`src/verilog/group_pkg.sv`:
```
// Package: constants, configuration fields and types of one logic group.
package group_pkg;
    localparam int NUM_BLOCKS      = 8;
    localparam int NUM_CELLS       = 16;
    localparam int NUM_TERMS       = 20;
    localparam int NUM_DED         = 2;
    localparam int ROUTE_CHOICES   = 4;
    localparam int TERM_CLK_RST    = 12;
    localparam int TERM_ENABLE     = 19;
    localparam int CELLS_PER_BLOCK = 2;

    // Register map, byte addresses
    localparam logic [11:0] ADDR_BLK_BASE  = 12'h000; // 8 words, step 4
    localparam logic [11:0] ADDR_CELL_BASE = 12'h040; // 16 words, step 4
    localparam logic [11:0] ADDR_GROUP     = 12'h080;
    localparam logic [11:0] ADDR_PIN_IN    = 12'h084;
    localparam logic [11:0] ADDR_STORED    = 12'h088;
    localparam logic [11:0] ADDR_OUT       = 12'h08C;
    localparam logic [11:0] ADDR_BLK_OUT   = 12'h090;

    localparam logic [31:0] BLK_CFG_RESET  = 32'h0000_0000;
    localparam logic [31:0] CELL_CFG_RESET = 32'h0000_0000;
    localparam logic [2:0]  GROUP_RESET    = 3'h0;

    // Block config field positions
    localparam int BLK_BYPASS_POS = 0;  // 4 bits, one per output
    localparam int BLK_XOR1_POS   = 4;
    localparam int BLK_T12_POS    = 5;  // 2 bits
    localparam int BLK_REG_POS    = 7;  // 4 bits
    localparam int BLK_FIVE_POS   = 11; // 2 bits
    // Cell config field positions
    localparam int CELL_ROUTE_POS = 0;  // 2 bits
    localparam int CELL_SRC_POS   = 2;
    localparam int CELL_POL_POS   = 3;
    localparam int CELL_OEM_POS   = 4;  // 2 bits
    localparam int CELL_OEP_POS   = 6;
    localparam int CELL_CLK_POS   = 7;
    localparam int CELL_LAT_POS   = 8;

    localparam logic [1:0] RESP_OKAY   = 2'h0;
    localparam logic [1:0] RESP_SLVERR = 2'h2;

    typedef enum logic [1:0] {
        T12_LOGIC = 2'h0,
        T12_CLOCK = 2'h1,
        T12_RESET = 2'h2
    } term12_use_t;

    typedef enum logic [1:0] {
        OE_ON     = 2'h0,
        OE_OFF    = 2'h1,
        OE_GROUP  = 2'h2
    } oe_mode_t;

    typedef struct packed {
        logic [NUM_TERMS-1:0] terms;   // Product terms from the AND array
    } block_terms_t;

    typedef struct packed {
        logic        awvalid;
        logic [11:0] awaddr;
        logic        wvalid;
        logic [31:0] wdata;
        logic [3:0]  wstrb;
        logic        bready;
        logic        arvalid;
        logic [11:0] araddr;
        logic        rready;
    } axil_req_t;

    typedef struct packed {
        logic        awready;
        logic        wready;
        logic        bvalid;
        logic [1:0]  bresp;
        logic        arready;
        logic        rvalid;
        logic [31:0] rdata;
        logic [1:0]  rresp;
    } axil_rsp_t;
endpackage

```
`src/verilog/logic_group_io_and_enable.sv`:
```
// Top: one logic group with eight blocks, router, shared enable, I/O cells.
// Contract
// - Term 12, when unused by logic, may clock or reset its block.
// - Four-term bypass outputs never use term 12.
// - Term 12 feeds four-input OR in xor mode, else five-input OR.
// - Dedicated inputs reach only this group's eight blocks.
// - Dedicated inputs are unregistered and pass combinationally.
// - Each block offers an enable term; one of eight is selected.
// - The selected enable drives all sixteen cells together.
// - Only one group enable exists; other enable terms stay logic. Here term 19 feeds no block logic; or7 takes terms 13 to 18 only.
// - Every cell input goes straight to the global interconnect.
// - Router sends each block output to one of four cells. Here each output of block b reaches only cells 2b and 2b+1.
// - A bypass links fixed block outputs to fixed cells.
// - Each cell picks routed or bypass source and output polarity.
// - Cell enable: always on, always off, or group enable, with polarity.
// - Global reset from low-active pin reaches every register.
// - Each cell picks one of two io clocks for its storage.
// - Cell storage is either transparent latch or edge flip-flop.
// - Cells act as input, output, three-state output or bidirectional.
// - Reset forces every affected register to zero. Here oe_n_reg resets to all ones instead, so pins are not driven.
// - Block reset is global reset ORed with term reset.
`timescale 1ns/10ps
`default_nettype none
module logic_group_io_and_enable
    import group_pkg::*;
(
    input  wire logic                  aclk,          // Fabric clock
    input  wire logic                  aresetn,       // Sync reset, low
    input  wire axil_req_t             axil_req,      // AXI4-Lite requests
    output axil_rsp_t                  axil_rsp,      // AXI4-Lite answers
    input  wire logic [NUM_BLOCKS-1:0][NUM_TERMS-1:0]
                                       block_terms,   // Terms per block
    output logic [NUM_DED-1:0]         ded_to_blocks, // Dedicated inputs out
    input  wire logic [NUM_DED-1:0]    ded_in,        // Dedicated pins
    input  wire logic                  io_clock_a,    // I/O clock line a
    input  wire logic                  io_clock_b,    // I/O clock line b
    input  wire logic [NUM_CELLS-1:0]  pin_in,        // Pin level in
    output logic [NUM_CELLS-1:0]       pin_out,       // Pin drive value
    output logic [NUM_CELLS-1:0]       pin_oe_n,      // Pin enable, low drives
    output logic [NUM_CELLS-1:0]       global_in,     // Cell inputs to fabric
    output logic [NUM_CELLS-1:0]       stored_in,     // Latched/registered in
    output logic [NUM_BLOCKS*4-1:0]    block_outs     // Block outputs
);
    logic [NUM_BLOCKS-1:0][31:0] blk_cfg_reg;
    logic [NUM_CELLS-1:0][31:0]  cell_cfg_reg;
    logic [2:0]                  group_reg;
    logic [NUM_BLOCKS-1:0]       enable_cand;
    logic                        group_oe;
    logic                        global_rst;
    logic [NUM_CELLS-1:0]        clka_reg;
    logic [NUM_CELLS-1:0]        clkb_reg;
    logic [NUM_CELLS-1:0]        store_reg;
    logic [NUM_CELLS-1:0]        out_reg;
    logic [NUM_CELLS-1:0]        oe_n_reg;
    logic [NUM_CELLS-1:0]        cell_d;
    logic [NUM_CELLS-1:0]        cell_en;

    assign global_rst = ~aresetn;

    // Dedicated pins go to this group's blocks only, unregistered
    assign ded_to_blocks = ded_in;

    genvar b;
    generate
        for (b = 0; b < NUM_BLOCKS; b++) begin : g_blk
            logic [NUM_TERMS-1:0] t;
            assign t = block_terms[b];
            logic_block u_blk (
                .aclk        (aclk),
                .global_rst  (global_rst),
                .terms       (t),
                .cfg         (blk_cfg_reg[b]),
                .outs        (block_outs[b*4 +: 4]),
                .enable_term (enable_cand[b])
            );
        end
    endgenerate

    // One enable chosen from eight candidates
    assign group_oe = enable_cand[group_reg];

    // I/O cells
    genvar c;
    generate
        for (c = 0; c < NUM_CELLS; c++) begin : g_cell
            logic [31:0] cf;
            logic [1:0]  route;
            logic [4:0]  src_idx;
            logic        routed;
            logic        bypass;
            logic        edge_hit;
            logic        clk_lvl;
            assign cf = cell_cfg_reg[c];
            assign route = cf[CELL_ROUTE_POS +: 2];
            // Cell c is reachable from four block outputs, spread by route
            assign src_idx = 5'((c / CELLS_PER_BLOCK) * 4)
                           + 5'({3'h0, route});
            assign routed = block_outs[src_idx];
            assign bypass = block_outs[5'(c * 2)];
            always_comb begin
                cell_d[c] = (cf[CELL_SRC_POS] ? bypass : routed)
                          ^ cf[CELL_POL_POS];
                case (cf[CELL_OEM_POS +: 2])
                    OE_ON:    cell_en[c] = 1'b1;
                    OE_OFF:   cell_en[c] = 1'b0;
                    OE_GROUP: cell_en[c] = group_oe ^ cf[CELL_OEP_POS];
                    default:  cell_en[c] = 1'b0;
                endcase
            end
            assign clk_lvl  = cf[CELL_CLK_POS] ? clkb_reg[c] : clka_reg[c];
            assign edge_hit = cf[CELL_CLK_POS]
                            ? (io_clock_b & ~clkb_reg[c])
                            : (io_clock_a & ~clka_reg[c]);
            always_ff @(posedge aclk) begin
                if (global_rst) begin
                    store_reg[c] <= 1'b0;
                end else if (cf[CELL_LAT_POS] ? clk_lvl : edge_hit) begin
                    store_reg[c] <= pin_in[c];
                end
            end
        end
    endgenerate

    // I/O clock lines are sampled as synchronous levels
    always_ff @(posedge aclk) begin
        if (global_rst) begin
            clka_reg <= '0;
            clkb_reg <= '0;
        end else begin
            clka_reg <= {NUM_CELLS{io_clock_a}};
            clkb_reg <= {NUM_CELLS{io_clock_b}};
        end
    end

    // Pin drive registered; disabled output makes a plain input
    always_ff @(posedge aclk) begin
        if (global_rst) begin
            out_reg  <= '0;
            oe_n_reg <= '1;
        end else begin
            out_reg  <= cell_d;
            oe_n_reg <= ~cell_en;
        end
    end
    assign pin_out   = out_reg;
    assign pin_oe_n  = oe_n_reg;
    assign global_in = pin_in;
    assign stored_in = store_reg;

    // AXI4-Lite slave, one write and one read at a time
    logic        aw_have;
    logic        w_have;
    logic [11:0] aw_addr_reg;
    logic [31:0] w_data_reg;
    logic [3:0]  w_strb_reg;
    logic        bvalid_reg;
    logic [1:0]  bresp_reg;
    logic        rvalid_reg;
    logic [31:0] rdata_reg;
    logic [1:0]  rresp_reg;
    logic        do_write;
    logic [31:0] rd_val;
    logic        rd_ok;

    assign axil_rsp.awready = ~aw_have & ~bvalid_reg;
    assign axil_rsp.wready  = ~w_have & ~bvalid_reg;
    assign axil_rsp.bvalid  = bvalid_reg;
    assign axil_rsp.bresp   = bresp_reg;
    assign axil_rsp.arready = ~rvalid_reg;
    assign axil_rsp.rvalid  = rvalid_reg;
    assign axil_rsp.rdata   = rdata_reg;
    assign axil_rsp.rresp   = rresp_reg;
    assign do_write = aw_have & w_have & ~bvalid_reg;

    function automatic logic [31:0] merge(input logic [31:0] old,
                                          input logic [31:0] nw,
                                          input logic [3:0]  st);
        logic [31:0] r;
        r = old;
        for (int i = 0; i < 4; i++) begin
            if (st[i]) begin
                r[i*8 +: 8] = nw[i*8 +: 8];
            end
        end
        return r;
    endfunction

    always_ff @(posedge aclk) begin
        if (global_rst) begin
            aw_have     <= 1'b0;
            w_have      <= 1'b0;
            aw_addr_reg <= 12'h000;
            w_data_reg  <= 32'h0000_0000;
            w_strb_reg  <= 4'h0;
        end else begin
            if (axil_req.awvalid && axil_rsp.awready) begin
                aw_have     <= 1'b1;
                aw_addr_reg <= axil_req.awaddr;
            end else if (do_write) begin
                aw_have <= 1'b0;
            end
            if (axil_req.wvalid && axil_rsp.wready) begin
                w_have     <= 1'b1;
                w_data_reg <= axil_req.wdata;
                w_strb_reg <= axil_req.wstrb;
            end else if (do_write) begin
                w_have <= 1'b0;
            end
        end
    end

    // Configuration is static once written; the fabric just follows it
    always_ff @(posedge aclk) begin
        if (global_rst) begin
            blk_cfg_reg  <= {NUM_BLOCKS{BLK_CFG_RESET}};
            cell_cfg_reg <= {NUM_CELLS{CELL_CFG_RESET}};
            group_reg    <= GROUP_RESET;
            bvalid_reg   <= 1'b0;
            bresp_reg    <= RESP_OKAY;
        end else begin
            if (do_write) begin
                bvalid_reg <= 1'b1;
                bresp_reg  <= RESP_OKAY;
                if (aw_addr_reg < ADDR_CELL_BASE && aw_addr_reg[1:0] == 2'h0) begin
                    blk_cfg_reg[aw_addr_reg[4:2]] <= merge(
                        blk_cfg_reg[aw_addr_reg[4:2]], w_data_reg, w_strb_reg);
                end else if (aw_addr_reg < ADDR_GROUP && aw_addr_reg[1:0] == 2'h0) begin
                    cell_cfg_reg[aw_addr_reg[5:2]] <= merge(
                        cell_cfg_reg[aw_addr_reg[5:2]], w_data_reg, w_strb_reg);
                end else if (aw_addr_reg == ADDR_GROUP) begin
                    if (w_strb_reg[0]) begin
                        group_reg <= w_data_reg[2:0];
                    end
                end else begin
                    bresp_reg <= RESP_SLVERR;
                end
            end else if (bvalid_reg && axil_req.bready) begin
                bvalid_reg <= 1'b0;
            end
        end
    end

    always_comb begin
        rd_ok  = 1'b1;
        rd_val = 32'h0000_0000;
        if (axil_req.araddr < ADDR_CELL_BASE && axil_req.araddr[1:0] == 2'h0) begin
            rd_val = blk_cfg_reg[axil_req.araddr[4:2]];
        end else if (axil_req.araddr < ADDR_GROUP && axil_req.araddr[1:0] == 2'h0) begin
            rd_val = cell_cfg_reg[axil_req.araddr[5:2]];
        end else if (axil_req.araddr == ADDR_GROUP) begin
            rd_val = {29'h0, group_reg};
        end else if (axil_req.araddr == ADDR_PIN_IN) begin
            rd_val = {16'h0, pin_in};
        end else if (axil_req.araddr == ADDR_STORED) begin
            rd_val = {16'h0, store_reg};
        end else if (axil_req.araddr == ADDR_OUT) begin
            rd_val = {15'h0, group_oe, out_reg};
        end else if (axil_req.araddr == ADDR_BLK_OUT) begin
            rd_val = block_outs;
        end else begin
            rd_ok = 1'b0;
        end
    end

    always_ff @(posedge aclk) begin
        if (global_rst) begin
            rvalid_reg <= 1'b0;
            rdata_reg  <= 32'h0000_0000;
            rresp_reg  <= RESP_OKAY;
        end else begin
            if (axil_req.arvalid && axil_rsp.arready) begin
                rvalid_reg <= 1'b1;
                rdata_reg  <= rd_val;
                rresp_reg  <= rd_ok ? RESP_OKAY : RESP_SLVERR;
            end else if (rvalid_reg && axil_req.rready) begin
                rvalid_reg <= 1'b0;
            end
        end
    end
endmodule
`default_nettype wire

```
`src/verilog/logic_block.sv`:
```
// One logic block: term sharing, four output registers and control terms.
`timescale 1ns/10ps
`default_nettype none
module logic_block
    import group_pkg::*;
(
    input  wire logic                 aclk,        // Fabric clock
    input  wire logic                 global_rst,  // Group reset, active high
    input  wire logic [NUM_TERMS-1:0] terms,       // Product terms
    input  wire logic [31:0]          cfg,         // Block configuration
    output logic [3:0]                outs,        // Block outputs
    output logic                      enable_term  // Output-enable candidate
);
    logic [3:0]  comb_out;
    logic [3:0]  q_reg;
    logic [1:0]  t12_use;
    logic        t12_logic;
    logic        t12_clk_reg;
    logic        t12_rise;
    logic        local_rst;
    logic        or4a;
    logic        or4b;
    logic        or5;
    logic        or7;
    logic [1:0]  five_sel;
    logic [3:0]  std_out;

    assign t12_use   = cfg[BLK_T12_POS +: 2];
    assign t12_logic = (t12_use == T12_LOGIC);
    assign five_sel  = cfg[BLK_FIVE_POS +: 2];
    // Term 12 joins the four-input gate in xor mode, else the five-input one
    assign or4a = |terms[3:0];
    assign or4b = |terms[7:4]
                | (cfg[BLK_XOR1_POS] & t12_logic & terms[TERM_CLK_RST]);
    assign or5  = |terms[11:8]
                | (~cfg[BLK_XOR1_POS] & t12_logic & terms[TERM_CLK_RST]);
    assign or7  = |terms[18:13];

    always_comb begin
        std_out    = {or7, or5, or4b, or4a};
        std_out[1] = cfg[BLK_XOR1_POS] ? (or4b ^ terms[8]) : or4b;
        // The five-input gate may be steered to any output
        std_out[five_sel] = std_out[five_sel] | or5;
    end

    // Bypass uses four dedicated terms per output; term 12 never enters
    genvar g;
    generate
        for (g = 0; g < 4; g++) begin : g_out
            logic [3:0] bp_terms;
            always_comb begin
                bp_terms = terms[g*4 +: 4];
                if (g == 3) begin
                    bp_terms = {terms[16], terms[15], terms[14], terms[13]};
                end
            end
            assign comb_out[g] = cfg[BLK_BYPASS_POS + g]
                               ? |bp_terms : std_out[g];
            // Registers are not offered on bypassed outputs
            assign outs[g] = (cfg[BLK_REG_POS + g] & ~cfg[BLK_BYPASS_POS + g])
                           ? q_reg[g] : comb_out[g];
        end
    endgenerate

    // Term clock is modelled as a rising-edge enable on the fabric clock
    always_ff @(posedge aclk) begin
        if (global_rst) begin
            t12_clk_reg <= 1'b0;
        end else begin
            t12_clk_reg <= terms[TERM_CLK_RST];
        end
    end
    assign t12_rise  = (t12_use == T12_CLOCK)
                     ? (terms[TERM_CLK_RST] & ~t12_clk_reg) : 1'b1;
    assign local_rst = global_rst
                     | ((t12_use == T12_RESET) & terms[TERM_CLK_RST]);

    always_ff @(posedge aclk) begin
        if (local_rst) begin
            q_reg <= 4'h0;
        end else if (t12_rise) begin
            q_reg <= comb_out;
        end
    end

    assign enable_term = terms[TERM_ENABLE];
endmodule
`default_nettype wire

```
`config.mk`:
```
export PLATFORM = sky130hd
export DESIGN_NAME = logic_group_io_and_enable
export DESIGN_NICKNAME = d
export VERILOG_FILES = /design/src/verilog/group_pkg.sv /design/src/verilog/logic_group_io_and_enable.sv /design/src/verilog/logic_block.sv
export SDC_FILE = /design/constraint.sdc
export NUM_CORES = 2
export LEC_CHECK = 0
export BUFFER_PORTS_ARGS = -buffer_cell sky130_fd_sc_hd__buf_2
export CORE_MARGIN = 3
export CORE_UTILIZATION = 40
export CTS_BUF_LIST = sky130_fd_sc_hd__clkbuf_8
export CTS_CLUSTER_DIAMETER = 50
export DETAILED_ROUTE_END_ITERATION = 8
export GPL_TIMING_DRIVEN = 0
export SLEW_MARGIN = 20
export SYNTH_ARGS = -nofsm -noshare
export SYNTH_HDL_FRONTEND = slang
export SYNTH_SLANG_ARGS = --single-unit
```
`constraint.sdc`:
```
create_clock -name aclk -period 2.9 [get_ports aclk]
set_input_delay 0.58 -clock aclk [delete_from_list [all_inputs] [get_ports aclk]]
set_output_delay 0.58 -clock aclk [all_outputs]
set_load 0.1 [all_outputs]
```
# Word-level counts from Yosys, hierarchy flattened
# Cells that the tools add are included.
dict set report totals {
  register_bits 949
  inputBits 247
  out_inout_bits 139
  wordCells 843
}
dict set report classes {
  add_sub_neg 14
  order_cmp 43
  eq_ne 38
  n_mux 309
  bitwise_logic 276
  n_reduce_logical 92
}
# op n
set ops {}
lappend ops {{512-bit bitwise mux} 1}
lappend ops {{32-bit 2-to-1 mux} 13}
lappend ops {{8-bit 2-to-1 mux} 36}
lappend ops {{32-bit binary-select mux with 4-bit select} 2}
lappend ops {{256-bit bitwise mux} 1}
lappend ops {{32-bit binary-select mux with 3-bit select} 2}
lappend ops {{1-bit 2-to-1 mux} 191}
lappend ops {{32-bit demux with 4-bit select} 1}
lappend ops {{4-bit OR reduction} 32}
lappend ops {{1-bit bitwise AND} 116}
lappend ops {{32-bit demux with 3-bit select} 1}
lappend ops {{1-bit inverter} 87}
lappend ops {{12-bit by 8-bit equality test with 1-bit output (second input constant)} 6}
lappend ops {{5-bit by 6-bit less-than comparator with 1-bit output (second input constant)} 12}
lappend ops {{1-bit binary-select mux with 5-bit select} 14}
lappend ops {{2-bit zero test} 26}
lappend ops {{2-bit equality test (second input constant)} 24}
lappend ops {{6-bit OR reduction} 8}
lappend ops {{1-bit bitwise XOR} 40}
lappend ops {{4-bit bitwise mux} 8}
lappend ops {{1-bit bitwise OR} 32}
lappend ops {{1-bit case mux with 2 select lines} 16}
lappend ops {{12-bit by 7-bit less-than comparator with 1-bit output (second input constant)} 2}
lappend ops {{12-bit by 8-bit less-than comparator with 1-bit output (second input constant)} 2}
lappend ops {{24 further kinds} 99}

# Longest topological paths before layout
dict set report depth {
  ltp_word 19
  depth_mapped 12
  mapped_depth_nobuf 7
}

# By module
# From an unflattened synthesis, not the netlist that was laid out.
dict set report unflattened {
  hier_cells 4648
  area_unflattened_um2 48454.0
}
# module n_inst cells_per_inst area_per_inst_um2 seq_area_each_um2
set modules_own_cells {}
lappend modules_own_cells {logic_group_io_and_enable 1 4136 44229.9 18157.4}
lappend modules_own_cells {logic_block 8 64 528.0 100.1}

# Least setup slack after synthesis
# Ideal clock, no wire load.
dict set report synth_timing {
  path_type {in2reg}
  start {input block_terms[72] (netlist name)}
  end {register out_reg[6], in the netlist pin_out[6]}
  setup_time_ns 0.072
  arrival_ns 4.102
  required_ns 2.828
  slack_ns -1.273
  path_stages 6
  path_buffers 0
  cell_sequence {nor4b_1 > o211ai_1 > a21boi_0 > nand4_1 > o211ai_1 > mux2i_1}
}
dict set report synth_via {
  elab_chain_len 14
  word_cells_on_any_way 22
  cone_classes {15 x mux; 7 x bitwise}
}
# item line_no
set synth_rtl {}
lappend synth_rtl {{from (decl)} logic_group_io_and_enable.sv:32} ;# block_terms,
lappend synth_rtl {{1-bit bitwise AND} logic_block.sv:34} ;# | (cfg[BLK_XOR1_POS] & t12_logic & terms[TERM_CLK_RST]);
lappend synth_rtl {{1-bit bitwise OR} logic_block.sv:34}
lappend synth_rtl {{1-bit bitwise XOR} logic_block.sv:41} ;# std_out[1] = cfg[BLK_XOR1_POS] ? (or4b ^ terms[8]) : or4b;
lappend synth_rtl {{1-bit 2-to-1 mux} logic_block.sv:41}
lappend synth_rtl {{1-bit binary-select mux with 2-bit select} logic_block.sv:43} ;# std_out[five_sel] = std_out[five_sel] | or5;
lappend synth_rtl {{1-bit 2-to-1 mux (implied by the code)} logic_block.sv:43}
lappend synth_rtl {{1-bit bitwise OR *} logic_block.sv:43}
lappend synth_rtl {{4-bit bitwise mux *} logic_block.sv:43}
lappend synth_rtl {{1-bit 2-to-1 mux *} logic_block.sv:58} ;# ? |bp_terms : std_out[g];
lappend synth_rtl {{1-bit 2-to-1 mux *} logic_block.sv:61} ;# ? q_reg[g] : comb_out[g];
lappend synth_rtl {{named net block_outs[15]} logic_group_io_and_enable.sv:42} ;# output logic [NUM_BLOCKS*4-1:0] block_outs
lappend synth_rtl {{1-bit binary-select mux with 5-bit select *} logic_group_io_and_enable.sv:98} ;# assign routed = block_outs[src_idx];
lappend synth_rtl {{1-bit 2-to-1 mux (implied by the code) *} logic_group_io_and_enable.sv:98}
lappend synth_rtl {{1-bit 2-to-1 mux *} logic_group_io_and_enable.sv:101} ;# cell_d[c] = (cf[CELL_SRC_POS] ? bypass : routed)
lappend synth_rtl {{1-bit bitwise XOR *} logic_group_io_and_enable.sv:102} ;# ^ cf[CELL_POL_POS];
lappend synth_rtl {{to (signal assigned)} logic_group_io_and_enable.sv:141} ;# out_reg <= cell_d;
lappend synth_rtl {{to (decl)} logic_group_io_and_enable.sv:53} ;# logic [NUM_CELLS-1:0] out_reg;
# The timed path passes the listed nets; every way through them passes the cells marked *. The select of a mux whose other input is x is not followed.
# A chain may end at the register's enable or synchronous reset.

# Final worst setup path
dict set report layout_timing {
  start {register blk_cfg_reg[228] (netlist name)}
  end {output block_outs[28]}
}
dict set report layout_via {
  elab_chain_len 11
  word_cells_on_any_way 15
  cone_classes {6 x mux; 9 x bitwise}
}
# item line_no
set layout_rtl {}
lappend layout_rtl {{from (decl)} logic_group_io_and_enable.sv:44} ;# logic [NUM_BLOCKS-1:0][31:0] blk_cfg_reg;
lappend layout_rtl {{from (signal assigned)} logic_group_io_and_enable.sv:215} ;# blk_cfg_reg <= {NUM_BLOCKS{BLK_CFG_RESET}};
lappend layout_rtl {{from (signal, indexed assignment)} logic_group_io_and_enable.sv:225} ;# blk_cfg_reg[aw_addr_reg[4:2]] <= merge(
lappend layout_rtl {{1-bit bitwise AND (2 in series)} logic_block.sv:34}
lappend layout_rtl {{1-bit bitwise OR} logic_block.sv:34}
lappend layout_rtl {{1-bit bitwise XOR} logic_block.sv:41}
lappend layout_rtl {{1-bit 2-to-1 mux} logic_block.sv:41}
lappend layout_rtl {{1-bit binary-select mux with 2-bit select} logic_block.sv:43}
lappend layout_rtl {{1-bit 2-to-1 mux (implied by the code)} logic_block.sv:43}
lappend layout_rtl {{1-bit bitwise OR *} logic_block.sv:43}
lappend layout_rtl {{4-bit bitwise mux *} logic_block.sv:43}
lappend layout_rtl {{1-bit 2-to-1 mux *} logic_block.sv:58}
lappend layout_rtl {{1-bit 2-to-1 mux *} logic_block.sv:61}
lappend layout_rtl {{to (decl)} logic_group_io_and_enable.sv:42}
# Every way passes the cells marked *; elsewhere a longest branch is shown, timed or not. The select of a mux whose other input is x is not followed.

==> metrics.md <==
| Metric | Value |
|---|---|
| Status | complete, but fails checks |
| Failing checks | DRC, setup timing |
| Hold Crit Endpoint | stored_in[0] |
| Routed WL per cell | 33.7 um |
| CP Max Fanout | 4 |
| Fmax | 0.301 GHz |
| Vias | 49734 |
| GR Util met3 | 17.4% |
| Endpoint type of the worst setup path | output port |
| CTS tree | yes |
| Simple-Gate Fraction of Synth Area | 12.1% |
| Startpoint Class | register |
| Die X | 357 um |
| Area leader, netlist | dfxtp_1 |
| Overall Power | 30.2 mW |
| Worst Path Arrival | 2740 ps |
| Number of global-route vias before repair | 46416 |
| # setup viols final | 56 |
| Die Y | 357 um |
| Synth Warn # | 0 |
| Hold Path Stages | 3 |
| Minimum clock period | 3320 ps |
| Row cnt | 128 |
| Synth cell types | 81 |
| Reg2reg start | rvalid_reg |
| Clk Latency, worst-skew pair | 910 ps |
| Synth top cells by count | 947 x dfxtp_1, 841 x o21ai_0, 589 x a21oi_1, 489 x nand2_1, 456 x mux4_2 |
| Initial Util | 40.3% |
| Critical path's largest stage delay | 600 ps |
| Post-Syn Area per Cell | 9.85 um^2 |
| Core area | 0.122 mm^2 |
| CTS Sinks | 947 |
| Largest register FFs | 512 |
| Post-Layout Cell Count | 7551 |
| Met1 Use GR | 45.8% |
| Rel. slew slack | 17.1% |
| CTS buffer count | 171 |
| Tcrit/Tclk final | 115% |
| Crit-path cells | or4b_4 > a2111oi_4 > nor3b_2 > a21oi_4 > buf_12 |
| Final worst setup slack | -423 ps |
| Post-Syn Area | 0.0492 mm^2 |
| Place WS | -1550 ps |
| Count leader, synth | dfxtp_1 |
| Sequential area share after synthesis | 38.5% |
| Hold Violations, Final | 0 |
| Area occupied by multi-input gates | 0.0290 mm^2 |
| DIE AREA | 0.127 mm^2 |
| Mux cell area share after synthesis | 24.9% |
| Worst r2r dst | rdata_reg[0] |
| Drc violations | 4 |
| XOR/XNOR share of the synthesized area | 0.445% |
| Crit Path Class | register to output port |
| EDFF count, synth | 0 |
| Drt first pass iters | 9 |
| Hold slack | 6.03 ps |
| Buffers & Inverters on Critical Path | 1 |
| Setup tns final | -7730 ps |
| Met2 GRT Util | 55.4% |
| Hold Crit Class | primary input to register |
| Slew Limit Fails | 0 |
| Slowest CP cell | or4b_4 |
| Pwr per Cell Area | 495 mW/mm^2 |
| Placed cell count | 7006 |
| Final HPWL DP | 184 mm |
| Nets@finish | 6032 |
| Final non-filler cell area | 0.0611 mm^2 |
| Synthesis-to-finish area growth | 24.1% |
| Ranking of synthesized cells by area | dfxtp_1 39%, mux4_2 21%, o21ai_0 8.6% |
| GPL Wtd Cong | 1.00 |
| CP top delay family | simple AND/OR/NAND/NOR gates |
| Register-to-Register Setup Slack | -40 ps |
| Clk_skew | 49.0 ps |
| Req. time, crit path | 2320 ps |
| Filler cell count | 11320 |
| Largest family of logic cells by synthesized area | multiplexers |
| Max VDD drop | 0.486 mV |
| Leak | 22.9 nW |
| PortBufs | 377 |
| Worst Hold Launch | pin_in[0] |
| Post-synthesis compound-gate area fraction | 19.3% |
| Detail Route Antenna Nets | 0 |
| Core Util, Final | 50.1% |
| Total gr overflow | 0 |
| FF/Latch Area | 0.0190 mm^2 |
| Reg2reg path depth | 8 |
| Wire length of the first global-routing pass | 348 mm |
| Share of cells above drive strength 1 | 30.9% |
| Via-to-Cell Ratio | 6.59 |
| Yosys top cell area share | 38.5% |
| CTS root buf | clkbuf_8 |
| Final wirelength | 254 mm |
| Synth Area in Adders | 0% |
| Tot GR Track Use | 38.6% |
| Iteration-0 DRC Markers | 7566 |
| Flops & latches, synth | 947 |
| Slew @ Worst Pin | 1240 ps |
| Mapped Cells | 4995 |
| CTS max path bufs | 3 |
| Clock transition at the registers of the reported paths | 60 ps |
| Antenna violations before repair | 16 |
| Area post-placement | 0.0535 mm^2 |
| Asr flop ratio synth | 0% |
| Num ports | 386 |
| MaxCap Viol Count | 0 |
| Top_reg_cell synth | dfxtp_1 |
| Largest net degree at the start of global routing | 18 |
| RSZ-0062 raised after global routing | true |
| Busiest layer in global routing | met2 |
| H-tree Lvls | 4 |
[report_power, final]
group	internal [mW]	switching [mW]	total (mW)
Clock	7.08	6.26	13.3
Combinational	1.04	2.51	3.55
Sequential	13.1	0.214	13.3
Total	21.2	8.99	30.2
[routing by layer]
metal | vias up | wire length, um
met5 | - | 356
met4 | 14 | 21900
met3 | 1205 | 39100
met2 | 4195 | 105000
met1 | 24217 | 87600
li1 | 20103 | -
[worst register-to-register path: cells and delay by family, from the launching register on]
kind                   cells  cell delay (ps)
AOI/OAI and AO/OA          2              210
buffers and inverters      3             1680
DFF                        1              430
and+or+nand+nor            3              530
[what timing repair did]
action	in CTS	in global routing
resized for setup	526	105
endpoints found under the hold margin	52	0
endpoints found under the setup margin	836	734
pin swaps	69	31
hold buffers	53	0
buffers inserted	138	43
[how the worst max path moves through the flow]
stage          slack, ps        startpoint  depth (start not counted)              to
6_report            -420  blk_cfg_reg[228]                          5  block_outs[28]
5_1_grt             -470  blk_cfg_reg[228]                          5  block_outs[28]
4_1_cts             -420    blk_cfg_reg[5]                          5   block_outs[0]
3_5_place_dp       -1550       axil_req[4]                          9   rdata_reg[18]
3_3_place_gp       -2300       axil_req[5]                          8   rdata_reg[13]
2_1_floorplan        -50    block_terms[5]                          5   block_outs[1]
[layout make-up]
cell class                      instances  area share [%]
Clock inverter                         82           0.833
Clock buffer                          217            4.89
Multi-Input combinational cell       3538            47.5
Tap cell                             1625            3.33
Buffer                                462            4.36
Inverter                               47           0.301
Sequential cell                       947            31.2
Antenna cell                           15          0.0614
Timing Repair Buffer                  618            7.60
[layout by cell type (no fill, tap or decap), types with 20 or more instances in the layout]
cell and count:
clkbuf_4 20, a21oi_1 571, nor2b_1 29, clkbuf_8 218, a22oi_1 32, clkbuf_2 112
buf_2 378, a21boi_0 53, dfxtp_1 924, buf_6 43, inv_1 82, nand3b_1 38
mux4_2 456, mux2i_4 33, nand2b_1 38, nor2_1 135, a21oi_2 27, mux2i_1 107
buf_12 55, and2_1 275, a21oi_4 35, o21ai_0 831, clkbuf_1 168, nand2_1 479
nor4_1 23, dlygate4sd3_1 53, nor3_1 20, o211ai_1 22, buf_4 232
[cell families (layout without fill, tap and decap cells)]
family          Yosys count  count (layout)
compound gates         1720            1720
simple gates           1179            1179
flops                   947             947
mux                     612             612
buf+inv                 511            1426
xor+xnor                 25              25
other cells               1              17
Power figures use the tool's default switching activity.
